<file path="src/hw/mde_defines.svh">
// Offsets, timing counts and channel codes for the motor drive external io.
`ifndef MDE_DEFINES_SVH
`define MDE_DEFINES_SVH
`define MDE_CLK_KHZ 200000
`define MDE_MARKER_LOW_NS 2000
`define MDE_MARKER_LOW_CYC \
    ((`MDE_MARKER_LOW_NS * `MDE_CLK_KHZ + 999999) / 1000000)
`define MDE_DAC_KHZ 128
`define MDE_DAC_STEPS 256
`define MDE_DAC_INC (`MDE_DAC_KHZ * `MDE_DAC_STEPS)
`define MDE_SPEED_MID 12'h800
`define MDE_SPEED_MAX 15'h3FFF
`define MDE_SPEED_SHIFT 3
`define MDE_CH_V_CURRENT 2'h0
`define MDE_CH_W_CURRENT 2'h1
`define MDE_CH_DC_BUS 2'h2
`define MDE_CH_SPEED_REF 2'h3
`define MDE_SRC_SIGN_BIT 14
`endif

</file>
<file path="src/hw/mde_pkg.sv">
// Types shared by the motor drive external io block.
package mde_pkg;
    typedef enum logic [1:0] {
        RUN_STOPPED = 2'b00,
        RUN_RUNNING = 2'b01,
        RUN_ERROR   = 2'b10
    } mde_run_type;
    typedef enum logic [1:0] {
        SCAN_IDLE  = 2'b00,
        SCAN_START = 2'b01,
        SCAN_WAIT  = 2'b10
    } mde_scan_type;
endpackage : mde_pkg

</file>
<file path="src/hw/mde_dac_pwm.sv">
// One pulse-width modulated diagnostic output channel.
module mde_dac_pwm #(
    parameter int WIDTH = 8
) (
    input  wire logic             clk,
    input  wire logic             rst_n,
    input  wire logic             step_en,
    input  wire logic [WIDTH-1:0] duty,
    output logic                  pwm_out
);
    logic [WIDTH-1:0] cnt_reg;
    logic [WIDTH-1:0] duty_reg;
    logic             pwm_reg;
    wire              wrap = step_en && (cnt_reg == {WIDTH{1'b1}});

    // Duty is taken only at the wrap so a period never carries two values.
    always_ff @(posedge clk or negedge rst_n) begin
        if (!rst_n) begin
            cnt_reg  <= '0;
            duty_reg <= '0;
            pwm_reg  <= 1'b0;
        end else begin
            if (step_en) begin
                cnt_reg <= cnt_reg + 1'b1;
            end
            if (wrap) begin
                duty_reg <= duty;
            end
            pwm_reg <= (cnt_reg < duty_reg);
        end
    end

    assign pwm_out = pwm_reg;
endmodule : mde_dac_pwm

</file>
<file path="src/hw/mde_external_io.sv">
// Discrete pins, period marker, A/D scan and diagnostic outputs of a drive.
`include "mde_defines.svh"
module mde_external_io #(
    parameter int NUM_ERRORS = 8,
    parameter int ADC_WIDTH  = 12
) (
    input  wire logic                  CLK,
    input  wire logic                  RST_N,
    input  wire logic                  RUN_CONTROL_PIN,
    input  wire logic                  DIRECTION_PIN,
    input  wire logic                  EMERGENCY_HALT,
    input  wire logic                  ERROR_CLEAR_PIN,
    input  wire logic                  EXTERNAL_PIN_ENABLE,
    input  wire logic                  ERROR_CLEAR_BIT,
    input  wire logic                  HOST_START,
    input  wire logic                  HOST_STOP,
    input  wire logic                  HOST_DIRECTION,
    input  wire logic [13:0]           HOST_TARGET_SPEED,
    input  wire logic                  SPEED_MAP_HIGH,
    input  wire logic [NUM_ERRORS-1:0] ERROR_EVENTS,
    input  wire logic                  PWM_PERIOD_START,
    input  wire logic                  PWM_LOAD,
    input  wire logic [3:0]            MARKERS_PER_LOAD,
    input  wire logic [ADC_WIDTH-1:0]  ADC_DATA,
    input  wire logic                  ADC_DONE,
    input  wire logic [1:0]            DIAG_OUTPUT_SELECT,
    input  wire logic [255:0]          DIAG_SOURCES,
    output logic                       PERIOD_MARKER,
    output logic                       ERROR_OUT,
    output logic [NUM_ERRORS-1:0]      ERROR_STATUS,
    output logic                       PWM_ENABLE,
    output logic                       GATE_ENABLE,
    output logic                       MOTOR_RUNNING,
    output logic                       MOTOR_FORWARD,
    output logic [13:0]                TARGET_SPEED,
    output logic [1:0]                 ADC_MUX_SEL,
    output logic                       ADC_CONVERT,
    output logic [ADC_WIDTH-1:0]       V_CURRENT,
    output logic [ADC_WIDTH-1:0]       W_CURRENT,
    output logic [ADC_WIDTH-1:0]       DC_BUS,
    output logic [ADC_WIDTH-1:0]       SPEED_REF,
    output logic [3:0]                 DIAG_OUT
);
    localparam logic [8:0] LOW_CYC = 9'(`MDE_MARKER_LOW_CYC);
    localparam logic [17:0] DAC_INC = 18'(`MDE_DAC_INC);
    localparam logic [17:0] DAC_MOD = 18'(`MDE_CLK_KHZ);

    function automatic logic [13:0] speed_map(input logic [11:0] x,
                                              input logic        high);
        logic [11:0] d;
        logic [14:0] s;
        d = '0;
        if (high && x >= `MDE_SPEED_MID) begin
            d = x - `MDE_SPEED_MID;
        end else if (!high && x < `MDE_SPEED_MID) begin
            d = `MDE_SPEED_MID - x;
        end
        s = {3'h0, d} << `MDE_SPEED_SHIFT;
        if (s > `MDE_SPEED_MAX) begin
            s = `MDE_SPEED_MAX;
        end
        return s[13:0];
    endfunction : speed_map

    // Offset binary: flipping the sign bit maps -16384 to 0, 16383 to 255.
    function automatic logic [7:0] rescale(input logic [15:0] x);
        return {~x[`MDE_SRC_SIGN_BIT], x[`MDE_SRC_SIGN_BIT-1 -: 7]};
    endfunction : rescale

    // Pin synchronisers; stage one feeds only stage two.
    logic [3:0] pin_s1_reg;
    logic [3:0] pin_s2_reg;
    logic       run_s3_reg;
    always_ff @(posedge CLK or negedge RST_N) begin
        if (!RST_N) begin
            pin_s1_reg <= 4'h0;
            pin_s2_reg <= 4'h0;
            run_s3_reg <= 1'b0;
        end else begin
            pin_s1_reg <= {ERROR_CLEAR_PIN, EMERGENCY_HALT, DIRECTION_PIN,
                           RUN_CONTROL_PIN};
            pin_s2_reg <= pin_s1_reg;
            run_s3_reg <= pin_s2_reg[0];
        end
    end

    wire ext_en   = EXTERNAL_PIN_ENABLE;
    wire run_s2   = pin_s2_reg[0];
    wire dir_s2   = pin_s2_reg[1];
    wire halt_s2  = pin_s2_reg[2];
    wire clr_s2   = pin_s2_reg[3];
    wire run_rise = ext_en && run_s2 && !run_s3_reg;
    wire run_fall = !run_s2 && run_s3_reg;
    wire start_req = run_rise || HOST_START;
    wire stop_req  = run_fall || HOST_STOP;
    wire err_clear = ERROR_CLEAR_BIT || (ext_en && clr_s2);

    // Error latch; a new event wins over a clear in the same cycle.
    logic [NUM_ERRORS-1:0] error_status_reg;
    logic                  error_out_reg;
    wire [NUM_ERRORS-1:0] error_status_next =
        (error_status_reg & ~{NUM_ERRORS{err_clear}}) | ERROR_EVENTS;
    wire any_err_next = |error_status_next;
    always_ff @(posedge CLK or negedge RST_N) begin
        if (!RST_N) begin
            error_status_reg <= '0;
            error_out_reg    <= 1'b0;
        end else begin
            error_status_reg <= error_status_next;
            error_out_reg    <= any_err_next;
        end
    end

    // Run sequencer.
    mde_pkg::mde_run_type run_reg;
    mde_pkg::mde_run_type run_next;
    logic                 forward_reg;
    logic                 pwm_en_reg;
    always_comb begin
        run_next = run_reg;
        if (any_err_next) begin
            run_next = mde_pkg::RUN_ERROR;
        end else if (halt_s2) begin
            run_next = mde_pkg::RUN_STOPPED;
        end else begin
            case (run_reg)
                mde_pkg::RUN_STOPPED: begin
                    if (start_req && !stop_req) begin
                        run_next = mde_pkg::RUN_RUNNING;
                    end
                end
                mde_pkg::RUN_RUNNING: begin
                    if (stop_req) begin
                        run_next = mde_pkg::RUN_STOPPED;
                    end
                end
                mde_pkg::RUN_ERROR: begin
                    run_next = mde_pkg::RUN_STOPPED;
                end
                default: begin
                    run_next = mde_pkg::RUN_STOPPED;
                end
            endcase
        end
    end

    wire starting = (run_reg != mde_pkg::RUN_RUNNING) &&
                    (run_next == mde_pkg::RUN_RUNNING);
    always_ff @(posedge CLK or negedge RST_N) begin
        if (!RST_N) begin
            run_reg     <= mde_pkg::RUN_STOPPED;
            forward_reg <= 1'b1;
            pwm_en_reg  <= 1'b0;
        end else begin
            run_reg    <= run_next;
            pwm_en_reg <= (run_next == mde_pkg::RUN_RUNNING);
            if (starting) begin
                forward_reg <= run_rise ? dir_s2 : HOST_DIRECTION;
            end
        end
    end

    // Period marker: markers are issued on the first MARKERS_PER_LOAD period starts after
    // each load (on every start when it is zero), so a slow host can trade update rate for window count.
    logic [3:0] load_cnt_reg;
    logic [8:0] low_cnt_reg;
    logic       marker_low_reg;
    wire unlimited = (MARKERS_PER_LOAD == 4'h0);
    wire [3:0] load_cnt_eff = PWM_LOAD ? 4'h0 : load_cnt_reg;
    wire issue = PWM_PERIOD_START &&
                 (unlimited || load_cnt_eff < MARKERS_PER_LOAD);
    always_ff @(posedge CLK or negedge RST_N) begin
        if (!RST_N) begin
            load_cnt_reg   <= 4'h0;
            low_cnt_reg    <= 9'h000;
            marker_low_reg <= 1'b0;
        end else begin
            if (issue) begin
                load_cnt_reg <= load_cnt_eff + 4'h1;
            end else if (PWM_LOAD) begin
                load_cnt_reg <= 4'h0;
            end
            if (issue) begin
                marker_low_reg <= 1'b1;
                low_cnt_reg    <= LOW_CYC - 9'h001;
            end else if (low_cnt_reg != 9'h000) begin
                low_cnt_reg <= low_cnt_reg - 9'h001;
            end else begin
                marker_low_reg <= 1'b0;
            end
        end
    end

    // A/D scan of the four multiplexed channels.
    mde_pkg::mde_scan_type scan_reg;
    logic [1:0]            ch_reg;
    logic [ADC_WIDTH-1:0]  adc_res_reg [4];
    logic [13:0]           target_reg;
    wire last_ch = (ch_reg == `MDE_CH_SPEED_REF);
    always_ff @(posedge CLK or negedge RST_N) begin
        if (!RST_N) begin
            scan_reg <= mde_pkg::SCAN_IDLE;
            ch_reg   <= `MDE_CH_V_CURRENT;
            for (int i = 0; i < 4; i++) begin
                adc_res_reg[i] <= '0;
            end
        end else begin
            case (scan_reg)
                mde_pkg::SCAN_IDLE: begin
                    if (PWM_PERIOD_START) begin
                        ch_reg   <= `MDE_CH_V_CURRENT;
                        scan_reg <= mde_pkg::SCAN_START;
                    end
                end
                mde_pkg::SCAN_START: begin
                    scan_reg <= mde_pkg::SCAN_WAIT;
                end
                mde_pkg::SCAN_WAIT: begin
                    if (ADC_DONE) begin
                        adc_res_reg[ch_reg] <= ADC_DATA;
                        ch_reg   <= ch_reg + 2'h1;
                        scan_reg <= last_ch ? mde_pkg::SCAN_IDLE
                                            : mde_pkg::SCAN_START;
                    end
                end
                default: begin
                    scan_reg <= mde_pkg::SCAN_IDLE;
                end
            endcase
        end
    end

    wire [13:0] mapped = speed_map(adc_res_reg[`MDE_CH_SPEED_REF],
                                   SPEED_MAP_HIGH);
    always_ff @(posedge CLK or negedge RST_N) begin
        if (!RST_N) begin
            target_reg <= 14'h0000;
        end else begin
            target_reg <= ext_en ? mapped : HOST_TARGET_SPEED;
        end
    end

    // Diagnostic outputs.
    logic [17:0] dac_acc_reg;
    logic        dac_step_reg;
    logic [7:0]  diag_val_reg [4];
    wire  [18:0] dac_sum = {1'b0, dac_acc_reg} + {1'b0, DAC_INC};
    wire         dac_wrap = (dac_sum >= {1'b0, DAC_MOD});
    // Fractional stepping keeps the average rate exact although the clock
    // is not a whole multiple of the step rate; steps jitter by one cycle.
    always_ff @(posedge CLK or negedge RST_N) begin
        if (!RST_N) begin
            dac_acc_reg  <= 18'h00000;
            dac_step_reg <= 1'b0;
        end else begin
            dac_step_reg <= dac_wrap;
            dac_acc_reg  <= dac_wrap ? 18'(dac_sum - {1'b0, DAC_MOD})
                                     : dac_sum[17:0];
        end
    end

    genvar g;
    generate
        for (g = 0; g < 4; g++) begin : g_diag
            wire [3:0]  base = {DIAG_OUTPUT_SELECT, 2'(g)};
            wire [15:0] src  = DIAG_SOURCES[{base, 4'h0} +: 16];
            always_ff @(posedge CLK or negedge RST_N) begin
                if (!RST_N) begin
                    diag_val_reg[g] <= 8'h00;
                end else if (issue) begin
                    diag_val_reg[g] <= rescale(src);
                end
            end
            mde_dac_pwm #(
                .WIDTH (8)
            ) u_dac (
                .clk     (CLK),
                .rst_n   (RST_N),
                .step_en (dac_step_reg),
                .duty    (diag_val_reg[g]),
                .pwm_out (DIAG_OUT[g])
            );
        end
    endgenerate

    assign PERIOD_MARKER = !marker_low_reg;
    assign ERROR_OUT     = error_out_reg;
    assign ERROR_STATUS  = error_status_reg;
    assign PWM_ENABLE    = pwm_en_reg;
    assign GATE_ENABLE   = pwm_en_reg;
    assign MOTOR_RUNNING = (run_reg == mde_pkg::RUN_RUNNING);
    assign MOTOR_FORWARD = forward_reg;
    assign TARGET_SPEED  = target_reg;
    assign ADC_MUX_SEL   = ch_reg;
    assign ADC_CONVERT   = (scan_reg == mde_pkg::SCAN_START);
    assign V_CURRENT     = adc_res_reg[`MDE_CH_V_CURRENT];
    assign W_CURRENT     = adc_res_reg[`MDE_CH_W_CURRENT];
    assign DC_BUS        = adc_res_reg[`MDE_CH_DC_BUS];
    assign SPEED_REF     = adc_res_reg[`MDE_CH_SPEED_REF];

    // Checks.
    localparam logic [8:0] LOW_CHK = 9'(`MDE_MARKER_LOW_CYC);
    logic [8:0] low_len_reg;
    always_ff @(posedge CLK or negedge RST_N) begin
        if (!RST_N) begin
            low_len_reg <= 9'h000;
        end else if (issue || PERIOD_MARKER) begin
            low_len_reg <= 9'h000;
        end else begin
            low_len_reg <= low_len_reg + 9'h001;
        end
    end
endmodule : mde_external_io

</file>
<file path="config.mk">
export PLATFORM = sky130hd
export DESIGN_NAME = mde_external_io
export DESIGN_NICKNAME = d
export VERILOG_FILES = /design/src/hw/mde_pkg.sv /design/src/hw/mde_dac_pwm.sv /design/src/hw/mde_external_io.sv
export VERILOG_INCLUDE_DIRS = /design/src /design/src/hw
export SDC_FILE = /design/constraint.sdc
export NUM_CORES = 1
export LEC_CHECK = 0
export BUFFER_PORTS_ARGS = -buffer_cell sky130_fd_sc_hd__buf_2
export CORE_MARGIN = 10
export CORE_UTILIZATION = 45
export DETAILED_ROUTE_END_ITERATION = 10
export GPL_ROUTABILITY_DRIVEN = 0
export GPL_TIMING_DRIVEN = 0
export PLACE_DENSITY = 0.85
export SETUP_SLACK_MARGIN = 0.5
export SYNTH_ARGS = -nofsm -noshare
export SYNTH_HDL_FRONTEND = slang
export SYNTH_SLANG_ARGS = --single-unit
</file>
<file path="constraint.sdc">
create_clock -name CLK -period 4.9 [get_ports CLK]
set_input_delay 0.245 -clock CLK [delete_from_list [all_inputs] [get_ports CLK]]
set_output_delay 0.245 -clock CLK [all_outputs]
set_load 0.02 [all_outputs]
</file>
==> out/results.ini <==
[run]
maxCapViolations=0

[synth]
ys_top_cells_by_area=dfrtp_1 52%, mux2_2 11%, mux4_2 7.0%
synth.net_count=1178
synthXorXnorAreaFrac_pct=4.61
ys_ff_latch=215
synth-async-reset-ratio_pct=100
synth_mux_area_share_pct=18.2
postSynthAreaPerCell_sq_um=12.5
synth_fa_ha_area_share_pct=5.73
synth_top_cells_by_count=214 x dfrtp_1, 101 x mux2_2, 47 x ha_1, 47 x inv_1, 46 x nor2_1
synth_top_family_by_area=multiplexers
yosys_warnings=0
yosysMostFrequentCell=dfrtp_1
yosysSeqAreaShare_pct=52.4
netlist.area_leader.share_pct=52.2
synth_compound_area_share_pct=7.27
synth_cell_type_count=49
syn_area_sq_mm=0.0103
synthCells=820
ys.flop_type=dfrtp_1
yosys.area.top_type=dfrtp_1
synth_edf_count=0
synthSimpleGateAreaFrac_pct=8.54

[finish]
drive_above_1_share_pct=39.5
nFillCells=1832
multi_input_area_sq_mm=0.00455
area.growth.synth_to_final_pct=26.5
fin_nets=1490
seq_area_sq_mm=0.00538
layoutNonFillerInstCount=1436

[critical_path]
path_cells=nor2b_1, ha_1, o21ai_0, a31oi_1, o211ai_1, and2_1, buf_4, buf_4, mux2_2
slowest_delay_ps=660
worstRegToRegCells=9
criticalPathCategory=register to register
cp_slowest_cell=o211ai_1
cpMostUsedCell=buf_4
path_buf_inv=2
crit_cells=9
cp.required_ps=5300
end_kind=register
crit_path_start_kind=register
critPathArrivalTime_ps=3230
cp_max_fo=10
crit_family=compound AO/OA/AOI/OAI gates

[floorplanning]
core-area_sq_mm=0.0226
rows=55
fp.dieW_um=171
die_h_um=171
dieArea_sq_mm=0.0293
initial_core_util_pct=45.5
io_pins=394

[sta]
rsz0062_at_grt=no
slew_headroom_pct=26.0
worst_pin_slew_ps=1110
period_share_pct=57.9
setup_violations=0
drv_slew=0
fin_skew_ps=12.3
hold_violations=0
max_freq_ghz=0.353
setup-tns-final_ps=0
fin_crit_ps=2840

[min_path]
min_path_cells=3
hp-class=input port to register

[routing]
dr.pass1.iters=7
ant_nets=0
wl_met2_um=13300
top_layer=met5
wl_met3_um=2400
first_iter_violations=482
met1_length_um=10100
drcViolationCount=0
wire_per_inst_um=18.6
wirelength_um=26700
vias_per_cell=5.34
vias=7662

[global_route]
grt_max_degree=128
grt_pass1_wl_um=42600
antenna_found_initial=2
grt_util_all_layers_pct=18.0
grt_pass1_vias=8327
overflow=0

[clock_tree]
ctsHoldBuffers=22
cts_resized=0
cts.sinks=215
numCtsBuffers=24
htree_levels=1
post_cts_buffers=0
clock_path_buffers=3
clkLatencyLatePin_ps=510
cts_root_buf=clkbuf_16
clk_pin_slew_ps=60
cts_tree=done

[pwr]
ir_drop_mv=0.230
power.leakage_nw=6.33
power_density_mw_per_mm2=432

[placed_design]
place_inst=1369
io_buffers=263
hpwl_um=19800

[outcome]
status=finished, final reports clean

## layout make-up
cell class | count | area share (%)
antenna | 1 | 0.0193
multi-input combinational | 528 | 35.0
sequential | 215 | 41.4
tap | 285 | 2.74
clock buffer | 38 | 5.42
timing repair buffer | 286 | 12.1
clock inverter | 6 | 0.664
inverter | 47 | 1.36
buffer | 30 | 1.21
## path summary, 6_finish.rpt
kind                                      start                          end  slack, ps
max                             load_cnt_reg[1]             diag_val_reg[30]       2060
min                        HOST_TARGET_SPEED[7]              TARGET_SPEED[7]         30
max reg2reg                     load_cnt_reg[1]             diag_val_reg[30]       2060
min reg2reg                       pin_s1_reg[0]                pin_s2_reg[0]        350
max in group asynchronous                 RST_N  g_diag[2].u_dac.duty_reg[7]       3520
min in group asynchronous                 RST_N                 W_CURRENT[2]        330
## metrics by stage
step	cell area, sq um	hold slack [ps]	power, mW	setup slack (ps)	util, %
2_1_floorplan	10300	-50.6	3.26	2640	-
3_3_place_gp	11900	332	3.75	59.2	52.9
3_5_place_dp	12000	290	3.81	2090	53.1
4_1_cts	13000	1.25	5.64	2110	57.5
5_1_grt	13000	21.6	5.89	1800	57.6
6_report	13000	27.0	5.61	2060	57.6
## report_power, final
group / switching [mW] / internal [mW] / total [mW]
sequential: 0.197 / 2.07 / 2.26
combinational: 0.867 / 0.696 / 1.56
clock: 0.692 / 1.09 / 1.78
## kinds of logic after synthesis
logic type      Yosys count
buf+inv                  77
flops                   215
xor+xnor                 54
simple gates            176
compound gates          117
mux                     134
fa+ha+maj                47
## cells in the final DEF (no fill, tap or decap), types with 30 or more instances in the layout
cell and instances:
xnor2_1 33, mux2_2 101, nor2_1 46, inv_1 47, buf_2 262, mux4_2 32
ha_1 47, dfrtp_1 214, nand2_1 43, a21oi_1 30
## layer usage
layer	up-vias	GRT usage, %
met5	-	0
met4	2	6.88
met3	54	5.88
met2	323	32.4
met1	3729	19.3
li1	3554	-
## tightest hold or removal path, delay by kind of cell
family	cells	cell delay (ps)
simple gates	1	50
compound gates	1	100
buf+inv	1	90
No activity file was read; power rests on OpenSTA's default activity.
